<file path="src/pkg/mmu_hist_pkg.sv">
// Constants, types and register map of the translation and history block.
// Assumes a 32-bit Wishbone bus and a real-mode data cache port.
package mmu_hist_pkg;
	// ****************************************
	// Register map (byte addresses)
	// ****************************************
	localparam logic [7:0] REG_CTRL    = 8'h00;
	localparam logic [7:0] REG_STATUS  = 8'h04;
	localparam logic [7:0] REG_PT_BASE = 8'h08;
	localparam logic [7:0] REG_TLB_INV = 8'h0C;
	localparam logic [7:0] REG_BAT     = 8'h10;
	localparam logic [7:0] REG_SEG     = 8'h40;
	localparam int NUM_BAT = 4;
	localparam int NUM_SEG = 16;
	localparam int NUM_TLB = 4;
	localparam logic [31:0] CTRL_RST = 32'h0000_0000;
	localparam int CTRL_ITE = 0;
	localparam int CTRL_DTE = 1;
	localparam int CTRL_ICE = 2;
	localparam int CTRL_DCE = 3;
	localparam int STAT_BUSY  = 0;
	localparam int STAT_MULTI = 1;
	// ****************************************
	// Memory attribute bits: W I M G
	// ****************************************
	localparam logic [3:0] ATTR_REAL   = 4'h3;
	localparam logic [3:0] ATTR_UPDATE = 4'h2;
	localparam int ATTR_I = 2;
	// ****************************************
	// Block entry, segment and page table entry layouts
	// ****************************************
	localparam int BAT_EA_LO = 20;
	localparam int BAT_PA_LO = 8;
	localparam int BAT_AT_LO = 4;
	localparam int BAT_IV = 1;
	localparam int BAT_DV = 0;
	localparam int SEG_T = 31;
	localparam int PTE_V = 0;
	localparam int PTE_AT_LO = 3;
	localparam int PPN_LO = 12;
	localparam logic [31:0] PTE_R_MASK = 32'h0000_0002;
	localparam logic [31:0] PTE_C_MASK = 32'h0000_0004;
	localparam int PTE_C = 2;

	typedef enum logic [1:0] {
		ST_IDLE   = 2'b00,
		ST_PTE_RD = 2'b01,
		ST_PTE_WR = 2'b10
	} state_t;

	typedef struct packed {
		logic [31:0] ea;
		logic        is_instr;
		logic        is_write;
		logic        is_touch;
	} access_req_t;

	typedef struct packed {
		logic [31:0] pa;
		logic [3:0]  attr;
		logic        cacheable;
		logic        fault;
		logic        noop;
		logic        direct;
	} access_resp_t;

	typedef struct packed {
		logic [31:0] addr;
		logic [31:0] wdata;
		logic        we;
		logic [3:0]  attr;
		logic        real_mode;
	} mem_req_t;

	typedef struct packed {
		logic        valid;
		logic [39:0] vpn;
		logic [19:0] ppn;
		logic [3:0]  attr;
		logic        chg;
	} tlb_entry_t;
endpackage : mmu_hist_pkg

</file>
<file path="src/verilog/mmu_translation_history.sv">
// Address translation with block entries, a small TLB and history recording.
// Assumes the pipeline takes each one-cycle answer and the cache port acks.
//
// The register addresses and the Wishbone register port were chosen for this implementation.
`timescale 1ns/1ps
`default_nettype none

// How it works
// - translation off passes address through unchanged, except that a multiple block hit faults
// - real data accesses use attributes 0011
// - real fetches use 0011, cacheable and guarded
// - instruction cacheability ignores write-through, coherence
// - block entries are not cleared by reset
// - multiple block hits flagged as error
// - hard reset leaves blocks undefined, soft reset keeps
// - block hit beats segment/page translation
// - 256-Mbyte segments, 4-Kbyte pages, 52-bit virtual
// - history only for paged, translated, non-direct accesses
// - hit write with state 10 searches table
// - TLB hit implies referenced flag set
// - miss search sets referenced flag, and changed flag on non-touch writes
// - touch hints are no-ops on a miss
// - history updates go out as real accesses
// - referenced flag set on every paged access that is not a touch miss or a fault
// - hardware never clears a referenced flag
// - updates are cacheable, unguarded, coherence required
module mmu_translation_history (
	input  wire logic                      clk_i,
	input  wire logic                      rst_i,
	input  wire logic                      soft_reset_i,
	input  wire logic                      wb_cyc_i,
	input  wire logic                      wb_stb_i,
	input  wire logic                      wb_we_i,
	input  wire logic [7:0]                wb_adr_i,
	input  wire logic [3:0]                wb_sel_i,
	input  wire logic [31:0]               wb_dat_i,
	output logic      [31:0]               wb_dat_o,
	output logic                           wb_ack_o,
	input  wire logic                      req_valid_i,
	input  wire mmu_hist_pkg::access_req_t req_i,
	output logic                           req_ready_o,
	output logic                           resp_valid_o,
	output mmu_hist_pkg::access_resp_t     resp_o,
	output logic                           mem_valid_o,
	output mmu_hist_pkg::mem_req_t         mem_o,
	input  wire logic                      mem_ack_i,
	input  wire logic [31:0]               mem_rdata_i,
	output logic                           icache_enable_o,
	output logic                           dcache_enable_o
);
	import mmu_hist_pkg::*;

	function automatic logic [31:0] merge(input logic [31:0] old, input logic [31:0] nw,
	                                      input logic [3:0] sel);
		logic [31:0] r;
		r = old;
		for (int b = 0; b < 4; b++) begin
			if (sel[b]) begin
				r[b*8 +: 8] = nw[b*8 +: 8];
			end
		end
		return r;
	endfunction : merge

	function automatic logic multi(input logic [NUM_BAT-1:0] v);
		return (v & (v - 1'b1)) != '0;
	endfunction : multi

	// ****************************************
	// Storage
	// ****************************************
	logic [31:0]  ctrl_reg;
	logic [31:0]  pt_base_reg;
	logic         multi_err_reg;
	logic [31:0]  bat_reg [NUM_BAT];
	logic [31:0]  seg_reg [NUM_SEG];
	tlb_entry_t   tlb_reg [NUM_TLB];
	logic [1:0]   rr_reg;
	logic [1:0]   hit_idx_reg;
	logic         was_hit_reg;
	access_req_t  cur_reg;
	logic [39:0]  vpn_reg;
	state_t       state_reg;
	state_t       state_next;
	logic         ready_reg;
	logic         resp_valid_reg;
	access_resp_t resp_reg;
	logic         mem_valid_reg;
	mem_req_t     mem_reg;
	logic [31:0]  wb_dat_reg;
	logic         wb_ack_reg;

	// ****************************************
	// Lookup of the incoming access
	// ****************************************
	logic               accept;
	logic               xlate;
	logic [NUM_BAT-1:0] bat_vec;
	logic [NUM_TLB-1:0] tlb_vec;
	logic [31:0]        bat_sel;
	logic [1:0]         tlb_idx;
	logic [31:0]        seg;
	logic [39:0]        vpn;
	logic               wr_eff;
	logic [31:0]        pte_new;
	logic [31:0]        fill_pte;
	logic               fill_now;
	logic               resp_fire;
	access_resp_t       resp_next;
	logic               wb_req;
	logic               wb_wr;

	assign accept = req_valid_i && ready_reg;
	assign xlate  = req_i.is_instr ? ctrl_reg[CTRL_ITE] : ctrl_reg[CTRL_DTE];
	assign seg    = seg_reg[req_i.ea[31:28]];
	// Segment number picks the VSID; 24 + 16 page bits + 12 offset = 52
	assign vpn    = {seg[23:0], req_i.ea[27:12]};
	// Touch hints never set the changed flag, so they count as reads
	assign wr_eff = cur_reg.is_write && !cur_reg.is_touch;
	assign pte_new = mem_rdata_i | PTE_R_MASK | (wr_eff ? PTE_C_MASK : '0);
	assign wb_req = wb_cyc_i && wb_stb_i && !wb_ack_reg;
	assign wb_wr  = wb_req && wb_we_i;

	for (genvar g = 0; g < NUM_BAT; g++) begin : g_bat
		assign bat_vec[g] = (req_i.is_instr ? bat_reg[g][BAT_IV] : bat_reg[g][BAT_DV]) &&
		                    bat_reg[g][31:BAT_EA_LO] == req_i.ea[31:BAT_EA_LO];
	end
	for (genvar g = 0; g < NUM_TLB; g++) begin : g_tlb
		assign tlb_vec[g] = tlb_reg[g].valid && tlb_reg[g].vpn == vpn;
	end

	always_comb begin
		bat_sel = '0;
		tlb_idx = '0;
		for (int i = 0; i < NUM_BAT; i++) begin
			if (bat_vec[i]) begin
				bat_sel = bat_reg[i];
			end
		end
		for (int i = 0; i < NUM_TLB; i++) begin
			if (tlb_vec[i]) begin
				tlb_idx = i[1:0];
			end
		end
	end

	// ****************************************
	// Sequencing
	// ****************************************
	always_comb begin
		state_next = state_reg;
		resp_fire  = 1'b0;
		resp_next  = '0;
		fill_now   = 1'b0;
		fill_pte   = mem_rdata_i;
		unique case (state_reg)
			ST_IDLE: begin
				if (accept) begin
					resp_fire = 1'b1;
					if (multi(bat_vec)) begin
						resp_next.fault = 1'b1;
					end else if (!xlate) begin
						resp_next.pa   = req_i.ea;
						resp_next.attr = ATTR_REAL;
					end else if (bat_vec != '0) begin
						// Block path records no history at all
						resp_next.pa = {bat_sel[BAT_EA_LO-1:BAT_PA_LO],
						                req_i.ea[BAT_EA_LO-1:0]};
						resp_next.attr = bat_sel[BAT_PA_LO-1:BAT_AT_LO];
					end else if (seg[SEG_T]) begin
						resp_next.pa     = req_i.ea;
						resp_next.direct = 1'b1;
					end else if (tlb_vec != '0) begin
						// Referenced is implied by the hit; only a clean write searches
						if (req_i.is_write && !req_i.is_touch &&
						    !tlb_reg[tlb_idx].chg) begin
							resp_fire  = 1'b0;
							state_next = ST_PTE_RD;
						end else begin
							resp_next.pa   = {tlb_reg[tlb_idx].ppn, req_i.ea[PPN_LO-1:0]};
							resp_next.attr = tlb_reg[tlb_idx].attr;
						end
					end else if (req_i.is_touch) begin
						resp_next.noop = 1'b1;
					end else begin
						resp_fire  = 1'b0;
						state_next = ST_PTE_RD;
					end
				end
			end
			ST_PTE_RD: begin
				if (mem_ack_i) begin
					if (!mem_rdata_i[PTE_V]) begin
						resp_fire       = 1'b1;
						resp_next.fault = 1'b1;
						state_next      = ST_IDLE;
					end else if (pte_new != mem_rdata_i) begin
						state_next = ST_PTE_WR;
					end else begin
						fill_now   = 1'b1;
						resp_fire  = 1'b1;
						state_next = ST_IDLE;
					end
				end
			end
			ST_PTE_WR: begin
				fill_pte = mem_reg.wdata;
				if (mem_ack_i) begin
					fill_now   = 1'b1;
					resp_fire  = 1'b1;
					state_next = ST_IDLE;
				end
			end
			default: begin
				state_next = ST_IDLE;
			end
		endcase
		if (state_reg != ST_IDLE) begin
			resp_next.pa   = {fill_pte[31:PPN_LO], cur_reg.ea[PPN_LO-1:0]};
			resp_next.attr = fill_pte[PTE_AT_LO+3:PTE_AT_LO];
			resp_next.fault = !fill_pte[PTE_V];
		end
		// Cacheability comes from I alone: W and M do not steer the icache
		resp_next.cacheable = !resp_next.attr[ATTR_I];
	end

	always_ff @(posedge clk_i) begin
		if (rst_i || soft_reset_i) begin
			state_reg <= ST_IDLE;
			ready_reg <= 1'b0;
		end else begin
			state_reg <= state_next;
			ready_reg <= state_next == ST_IDLE;
		end
	end

	always_ff @(posedge clk_i) begin
		if (accept) begin
			cur_reg     <= req_i;
			vpn_reg     <= vpn;
			hit_idx_reg <= tlb_idx;
			was_hit_reg <= tlb_vec != '0;
		end
	end

	always_ff @(posedge clk_i) begin
		if (rst_i || soft_reset_i) begin
			resp_valid_reg <= 1'b0;
			resp_reg       <= '0;
		end else begin
			resp_valid_reg <= resp_fire;
			resp_reg       <= resp_next;
		end
	end

	// ****************************************
	// Table search port
	// ****************************************
	// Updates behave as real, cacheable, unguarded, coherent accesses;
	// the data cache hides them on a hit and line-fills on a miss
	always_ff @(posedge clk_i) begin
		if (rst_i || soft_reset_i) begin
			mem_valid_reg <= 1'b0;
			mem_reg       <= '0;
		end else if (state_reg == ST_IDLE && state_next == ST_PTE_RD) begin
			mem_valid_reg     <= 1'b1;
			mem_reg.addr      <= {pt_base_reg[31:PPN_LO], vpn[25:16] ^ vpn[9:0], 2'b00};
			mem_reg.we        <= 1'b0;
			mem_reg.wdata     <= '0;
			mem_reg.attr      <= ATTR_UPDATE;
			mem_reg.real_mode <= 1'b1;
		end else if (state_reg == ST_PTE_RD && state_next == ST_PTE_WR) begin
			// Only ever ORs flags in, so referenced is never cleared
			mem_reg.we    <= 1'b1;
			mem_reg.wdata <= pte_new;
		end else if (mem_ack_i) begin
			mem_valid_reg <= 1'b0;
		end
	end

	// ****************************************
	// TLB
	// ****************************************
	always_ff @(posedge clk_i) begin
		if (rst_i || soft_reset_i) begin
			rr_reg <= '0;
			for (int i = 0; i < NUM_TLB; i++) begin
				tlb_reg[i] <= '0;
			end
		end else if (wb_wr && wb_adr_i == REG_TLB_INV) begin
			for (int i = 0; i < NUM_TLB; i++) begin
				tlb_reg[i].valid <= 1'b0;
			end
		end else if (fill_now) begin
			// Refill the entry that hit so a cleared C does not linger twice
			tlb_reg[was_hit_reg ? hit_idx_reg : rr_reg] <=
				'{1'b1, vpn_reg, fill_pte[31:PPN_LO],
				  fill_pte[PTE_AT_LO+3:PTE_AT_LO], fill_pte[PTE_C]};
			if (!was_hit_reg) begin
				rr_reg <= rr_reg + 2'd1;
			end
		end
	end

	// ****************************************
	// Wishbone registers
	// ****************************************
	always_ff @(posedge clk_i) begin
		if (rst_i || soft_reset_i) begin
			ctrl_reg    <= CTRL_RST;
			pt_base_reg <= '0;
		end else if (wb_wr && wb_adr_i == REG_CTRL) begin
			ctrl_reg <= merge(ctrl_reg, wb_dat_i, wb_sel_i);
		end else if (wb_wr && wb_adr_i == REG_PT_BASE) begin
			pt_base_reg <= merge(pt_base_reg, wb_dat_i, wb_sel_i);
		end
	end

	// No reset branch: block entries come up as whatever the flops hold
	// and survive a soft reset untouched
	always_ff @(posedge clk_i) begin
		for (int i = 0; i < NUM_BAT; i++) begin
			if (wb_wr && wb_adr_i == REG_BAT + 8'(4 * i)) begin
				bat_reg[i] <= merge(bat_reg[i], wb_dat_i, wb_sel_i);
			end
		end
	end

	always_ff @(posedge clk_i) begin
		for (int i = 0; i < NUM_SEG; i++) begin
			if (wb_wr && wb_adr_i == REG_SEG + 8'(4 * i)) begin
				seg_reg[i] <= merge(seg_reg[i], wb_dat_i, wb_sel_i);
			end
		end
	end

	// Sticky error: a new hit beats a write-one clear in the same cycle
	always_ff @(posedge clk_i) begin
		if (rst_i) begin
			multi_err_reg <= 1'b0;
		end else if (state_reg == ST_IDLE && accept && multi(bat_vec)) begin
			multi_err_reg <= 1'b1;
		end else if (wb_wr && wb_adr_i == REG_STATUS && wb_sel_i[0] && wb_dat_i[STAT_MULTI]) begin
			multi_err_reg <= 1'b0;
		end
	end

	always_ff @(posedge clk_i) begin
		if (rst_i) begin
			wb_ack_reg <= 1'b0;
			wb_dat_reg <= '0;
		end else begin
			wb_ack_reg <= wb_req;
			wb_dat_reg <= '0;
			if (wb_req && !wb_we_i) begin
				if (wb_adr_i == REG_CTRL) begin
					wb_dat_reg <= ctrl_reg;
				end else if (wb_adr_i == REG_STATUS) begin
					wb_dat_reg <= {30'd0, multi_err_reg, state_reg != ST_IDLE};
				end else if (wb_adr_i == REG_PT_BASE) begin
					wb_dat_reg <= pt_base_reg;
				end else if (wb_adr_i >= REG_BAT && wb_adr_i < REG_BAT + 8'(4 * NUM_BAT)) begin
					wb_dat_reg <= bat_reg[wb_adr_i[3:2]];
				end else if (wb_adr_i >= REG_SEG && wb_adr_i < REG_SEG + 8'(4 * NUM_SEG)) begin
					wb_dat_reg <= seg_reg[wb_adr_i[5:2]];
				end
			end
		end
	end

	assign wb_dat_o        = wb_dat_reg;
	assign wb_ack_o        = wb_ack_reg;
	assign req_ready_o     = ready_reg;
	assign resp_valid_o    = resp_valid_reg;
	assign resp_o          = resp_reg;
	assign mem_valid_o     = mem_valid_reg;
	assign mem_o           = mem_reg;
	assign icache_enable_o = ctrl_reg[CTRL_ICE];
	assign dcache_enable_o = ctrl_reg[CTRL_DCE];
endmodule : mmu_translation_history

`default_nettype wire

</file>
<file path="config.mk">
export PLATFORM = sky130hd
export DESIGN_NAME = mmu_translation_history
export DESIGN_NICKNAME = d
export VERILOG_FILES = /design/src/pkg/mmu_hist_pkg.sv /design/src/verilog/mmu_translation_history.sv
export SDC_FILE = /design/constraint.sdc
export NUM_CORES = 2
export LEC_CHECK = 0
export ABC_AREA = 1
export BUFFER_PORTS_ARGS = -buffer_cell sky130_fd_sc_hd__buf_2
export CORE_UTILIZATION = 62
export CTS_CLUSTER_DIAMETER = 80
export DETAILED_ROUTE_END_ITERATION = 6
export PLACE_DENSITY = 0.8
export SYNTH_ARGS = -nofsm -noshare
export SYNTH_HDL_FRONTEND = slang
export SYNTH_SLANG_ARGS = --single-unit
</file>
<file path="constraint.sdc">
create_clock -name clk_i -period 5.07 [get_ports clk_i]
set_clock_uncertainty 0.1 [all_clocks]
set_input_delay 0.2535 -clock clk_i [delete_from_list [all_inputs] [get_ports clk_i]]
set_output_delay 0.2535 -clock clk_i [all_outputs]
set_load 0.02 [all_outputs]
</file>
* After elaboration in Yosys (flattened, before gate mapping)
Memories as Yosys holds them, arrays and structs flattened.
Cells that the tools add are included.
** Word-level totals
- Bits of input ports :: 119
- Register bits :: 266
- Memories :: 3
- RAM bits :: 904
** Cells by class
- Reduce and logical (&&, ||, !) cells :: 162
- Eq/ne operators :: 101
- Magnitude comparators :: 4
- Multiplexer cells :: 346
- Bitwise gates (word level) :: 14
- $add $sub $neg :: 2
** Memory list
- seg_reg :: depth 16, width 32, rd ports 2, clocked after memory_dff 0, write ports 1, line mmu_translation_history.sv:76 : logic [31:0] seg_reg [NUM_SEG];
- tlb_reg :: depth 4, width 66, rd ports 5, clocked after memory_dff 0, write ports 4, line mmu_translation_history.sv:77 : tlb_entry_t tlb_reg [NUM_TLB];
- bat_reg :: depth 4, width 32, rd ports 5, clocked after memory_dff 0, write ports 1, line mmu_translation_history.sv:75 : logic [31:0] bat_reg [NUM_BAT];
** Operators by type and width (number)
- 2-to-1 mux 8 bit :: 160
- 2-to-1 mux 32 bit :: 25
- OR reduction 32 bit :: 18
- 2-to-1 mux 36 bit :: 8
- equality test 40 bit :: 4
- AND reduction 2 bit :: 69
- inequality test 2 bit (second input constant) :: 65
- equality test 8 x 7 -> 1 bit (second input constant) :: 16
- 2-to-1 mux 4 bit :: 31
- 2-to-1 mux 1 bit :: 88
- 2-to-1 mux 20 bit :: 4
- 2-to-1 mux 66 bit :: 1
- OR reduction 66 bit :: 1
- equality test 12 bit :: 4
- logical AND 1 bit :: 48
- 2-to-1 mux 2 bit :: 23
- equality test 8 x 5 -> 1 bit (second input constant) :: 4
- inequality test 32 bit :: 1
- bitwise OR 32 x 3 -> 32 bit :: 1
- equality test 8 x 4 -> 1 bit (second input constant) :: 2
- AND reduction 3 bit :: 5
- nonzero test 4 bit :: 3
- bitwise XOR 10 bit :: 1
- equality test 8 x 3 -> 1 bit (second input constant) :: 1
- other kinds (23) :: 46

* Depth between registers and ports, before layout
- Word-level depth :: 23
- Gate-level depth with buffers :: 32
- Mapped depth without buffers :: 28

* Worst setup path after synthesis
Ideal clock, no wire load.
- Path type :: input port to flip-flop
- Start :: input wb_adr_i[4]
- End :: memory tlb_reg[0][0] (netlist name) (enable)
- Library setup time :: 0.695 ns
- Required time :: 4.275 ns
- Path slack :: 1.419 ns
- Buffers on the path :: 2
- Data arrival time :: 2.856 ns
- Stages :: 10
- Path through :: nor2_1 -> inv_1 -> nor2_1 -> nand3_1 -> nand3_1 -> nor2_1 -> nand3_1 -> clkbuf_1 -> clkbuf_1 -> nand2_1
** RTL lines
- start, declared :: line mmu_translation_history.sv:34 : input wire logic [7:0] wb_adr_i,
- end, declared :: line mmu_translation_history.sv:77

* Worst setup path after layout
- Start :: input req_i[24] (netlist name)
- End :: register resp_reg, in the netlist resp_o[25]
** On the way
- Word-level cells in the longest chain between the ends :: 17
- Elaborated cells between the ends (all ways) :: 36
- Those cells by class :: 1 x add/sub; 8 x eq/ne; 12 x mux; 1 x bitwise; 13 x reduce/logical; 1 x memory
** Ends and longest elaborated chain
- start, declared :: line mmu_translation_history.sv:40 : input wire mmu_hist_pkg::access_req_t req_i,
- equality test 40 bit :: line mmu_translation_history.sv:129 : assign tlb_vec[g] = tlb_reg[g].valid && tlb_reg[g].vpn == vpn;
- logical AND 1 bit :: line mmu_translation_history.sv:129
- 2-to-1 mux 1 bit :: line mmu_translation_history.sv:141 : if (tlb_vec[i]) begin
- 2-to-1 mux 2 bit (2 in series) :: line mmu_translation_history.sv:141
- memory (4 x 66 bit)
- logical NOT 1 bit :: line mmu_translation_history.sv:176 : !tlb_reg[tlb_idx].chg) begin
- logical AND 1 bit :: line mmu_translation_history.sv:175 : if (req_i.is_write && !req_i.is_touch &&
- 2-to-1 mux 36 bit :: line mmu_translation_history.sv:175
- 2-to-1 mux 36 bit :: line mmu_translation_history.sv:173 : end else if (tlb_vec != '0) begin
- 2-to-1 mux 32 bit :: line mmu_translation_history.sv:170 : end else if (seg[SEG_T]) begin
- 2-to-1 mux 36 bit :: line mmu_translation_history.sv:165 : end else if (bat_vec != '0) begin
- 2-to-1 mux 36 bit :: line mmu_translation_history.sv:162 : end else if (!xlate) begin
- 2-to-1 mux 36 bit * :: line mmu_translation_history.sv:160 : if (multi(bat_vec)) begin
- 2-to-1 mux 36 bit * :: line mmu_translation_history.sv:158 : if (accept) begin
- 2-to-1 mux 36 bit * :: line mmu_translation_history.sv:156 : unique case (state_reg)
- 2-to-1 mux 36 bit * :: line mmu_translation_history.sv:218 : if (state_reg != ST_IDLE) begin
- end signal, assigned :: line mmu_translation_history.sv:252 : resp_reg <= resp_next;
- end, declared :: line mmu_translation_history.sv:87 : access_resp_t resp_reg;
Every way passes the cells marked *; elsewhere a longest branch is shown, timed or not.
A chain may end at the register's enable or synchronous reset.

==> results.cfg <==
[critical_path]
worst-path-buf-inv = 5
cp_common_cell = nor2_1
r2r_cells = 23
critPathSlowestCell = dlygate4sd3_1
cp_data_required_time_ns = 5.60
cp-start-kind = primary input
path_max_fanout = 20
path_delay_family = simple AND/OR/NAND/NOR gates
crit_cells = 25
critPathMaxStageDelay_ns = 0.54
path_class = primary input to flip-flop
critPathCaptureType = flip-flop
arrival_ns = 4.90

[sta]
slew_headroom_pct = 13.6
hold_viol_final = 0
max_clock_freq_mhz = 229
rsz0062_at_grt = no
final.setup.tns_ns = 0
setup_viol = 0
finalCritPeriodShare_pct = 86.2
slew_viol_final = 0
tightestPinTransition_ns = 1.29
period_needed_ns = 4.37

[synth]
synth_cells = 5747
synthFlopType = edfxtp_1
yosysTopAreaCell = edfxtp_1
synth-async-reset-ratio_pct = 0
synth_top_cell_area_share_pct = 52.8
synth_commonest_cells = nand2_1 (1,144), edfxtp_1 (957), nor2_1 (824)
synth_edf_count = 957
ys_ff_latch = 1169
synth.most_common_cell = nand2_1
synth_area_leaders = edfxtp_1 (53%), nand2_1 (7.9%), dfxtp_1 (7.8%)
syn_area_um2 = 54400
ys_warn_count = 0
syn_avg_cell_area_um2 = 9.47
yosysSeqAreaShare_pct = 60.6
synth_cell_type_count = 64

[run_status]
violations = design-rule violations
status = complete, but fails checks

[route]
drc = 2
wl_per_cell_um = 26.1
detail-route-antenna-nets = 0
drtIter0Drc = 7629
viasPerCell = 6.40
via_count = 46900
first_pass_iters = 7
drt-total-wl_um = 191000

[placed_design]
place.gp.congestion = 1.04
io_buffers = 261
place_hpwl_um = 126000

[clock_tree]
cts_buffer_depth = 3
path_clk_slew_ns = 0.06
htree_levels = 3
cts_root_buffer = clkbuf_16
cts_buffers = 114
cts_tree = yes
clk_latency_ns = 0.73
clock_sinks = 1169
cts-resized-gates = 0

[power]
total_power_mw = 20.9
p_int_mw = 15.8
netSwitchingFraction_pct = 24.6
power-per-cell-area_nw_per_um2 = 338
leakage_nw = 25.1
seqPwrFrac_pct = 50.3
clkPwrFrac_pct = 41.0
switchingPower_mw = 5.15
vdd_drop_max_mv = 0.397
combPwrFrac_pct = 8.7

[final_layout]
fillCellCount = 6140
synthToLayoutAreaGrowth_pct = 13.7
largest_reg_flops = 512
nets = 6197
drive_gt1_share_pct = 11.9
seq_area_um2 = 33000
multi_input_area_um2 = 17900

[floorplan]
die_height_um = 298
initial_core_util_pct = 62.7
coreArea_um2 = 86900
die_w_um = 298
fp-row-count = 108
io_pins = 267
die-area_um2 = 89000

[run]
cap_violations = 0

[min_path]
hold_depth = 5
hold_path.class = primary input to flip-flop

[grt]
track_usage_pct = 42.2
antenna_found_initial = 8
grt_pass1_vias = 44600
grt_pass1_wl_um = 279000
grt_max_degree = 93
grt_overflow_total = 0
[metrics by stage]
step                      setup slack, ns  cells  util (%)  instance area (um2)  hold slack (ns)
final                               0.699   7336      71.3                61900           0.0348
after global routing                0.548   7332      71.3                61900           0.0334
after CTS                           0.870   7330      71.2                61900          0.00399
after detailed placement            0.492   7018      65.8                57200            0.348
after global placement              0.586   7018      65.8                57200            0.345
after floorplan                      1.42   5751         -                54500            0.223
[worst reg2reg max path, cell delays in order, from the launching register on]
cell and delay (ns):
edfxtp_1 0.40, nand2_1 0.10, nand2_1 0.05, nand2_1 0.07
nand3_1 0.10, nand3_1 0.42, nand2_2 0.19, nand2_1 0.24
nand2_1 0.09, nor2_1 0.11, nand2_1 0.14, nor2_1 0.14
nand2_1 0.14, nor2_4 0.14, inv_2 0.06, buf_4 0.20
nand2_1 0.11, buf_4 0.30, nand2_1 0.09, a22oi_1 0.36
nand3_1 0.12, a31oi_1 0.15, o21ai_0 0.16, a21oi_1 0.23
[logic make-up after synthesis]
| group | synth area share, % |
|---|---|
| buffers and inverters | 6.75 |
| adder cells (fa/ha/maj) | 0.0919 |
| XOR/XNOR | 0.901 |
| flip-flops | 60.6 |
| AND/OR/NAND/NOR | 20.4 |
| AO/OA/AOI/OAI | 10.6 |
| multiplexers | 0.662 |
| other | 0.00689 |
[path summary, 6_finish.rpt]
| check | startpoint | end | slack [ns] |
|---|---|---|---|
| setup reg to reg | seg_reg[15][12]$_DFFE_PP_ | resp_o[28]$_SDFF_PP0_ | 0.78 |
| hold reg to reg | mem_o[13]$_SDFFE_PP0P_ | mem_o[13]$_SDFFE_PP0P_ | 0.36 |
| setup / recovery | req_i[24] | resp_o[25]$_SDFF_PP0_ | 0.70 |
| hold / removal | req_valid_i | resp_valid_o$_SDFF_PP0_ | 0.03 |
[layout by cell type, fill, tap and decap left out, drive strengths merged, types with 6 or more instances in the layout]
master / synthesis / final
nand2: 1173 / 1173
mux2i: 36 / 36
o21ai: 406 / 406
clkinv: 6 / 41
nor3b: 10 / 10
a21oi: 169 / 169
or2: 53 / 53
o2111ai: 6 / 6
inv: 570 / 572
nor3: 18 / 18
dfxtp: 212 / 212
o221ai: 42 / 42
dlygate4sd3: 0 / 95
a31oi: 10 / 10
nand3b: 21 / 21
clkbuf: 167 / 169
buf: 134 / 413
bufinv: 0 / 6
nand4: 50 / 50
o311ai: 6 / 6
o211ai: 28 / 28
o22ai: 257 / 257
diode: 0 / 6
edfxtp: 957 / 957
a22oi: 30 / 30
nand3: 434 / 434
a32o: 7 / 7
xor2: 27 / 27
nor2: 832 / 832
a2111o: 9 / 9
nor4: 19 / 19
xnor2: 29 / 29
[area by class of cell]
cell class,instances,share of cell area [%]
clock inverter,48,0.738
timing repair buffer,508,5.91
antenna,6,0.0242
clock buffer,169,5.32
multi-input combinational,3705,28.9
sequential,1169,53.3
inverter,576,3.51
tap,1155,2.33
[per-layer routing]
layer	track usage, %	up-vias	wire (um)
met5	0	-	43
met4	28.8	6	15100
met3	11.0	894	25700
met2	64.9	3806	85400
met1	52.8	21900	65100
li1	-	20300	-
[what timing repair did]
item,in CTS,in global routing
hold buffers,95,0
hold endpoints to repair,757,0
endpoints found under the setup margin,0,0
buffers inserted,0,0
[power groups by stage]
stage / logic (mW) / registers (mW) / clock network [mW]
2_1_floorplan: 0.947 / 10.7 / 0
3_3_place_gp: 1.65 / 10.7 / 0
3_5_place_dp: 1.67 / 10.7 / 0
4_1_cts: 1.74 / 10.5 / 8.53
5_1_grt: 1.90 / 10.5 / 8.93
6_report: 1.82 / 10.5 / 8.58
Note: power is estimated with default switching activity, not from simulation.
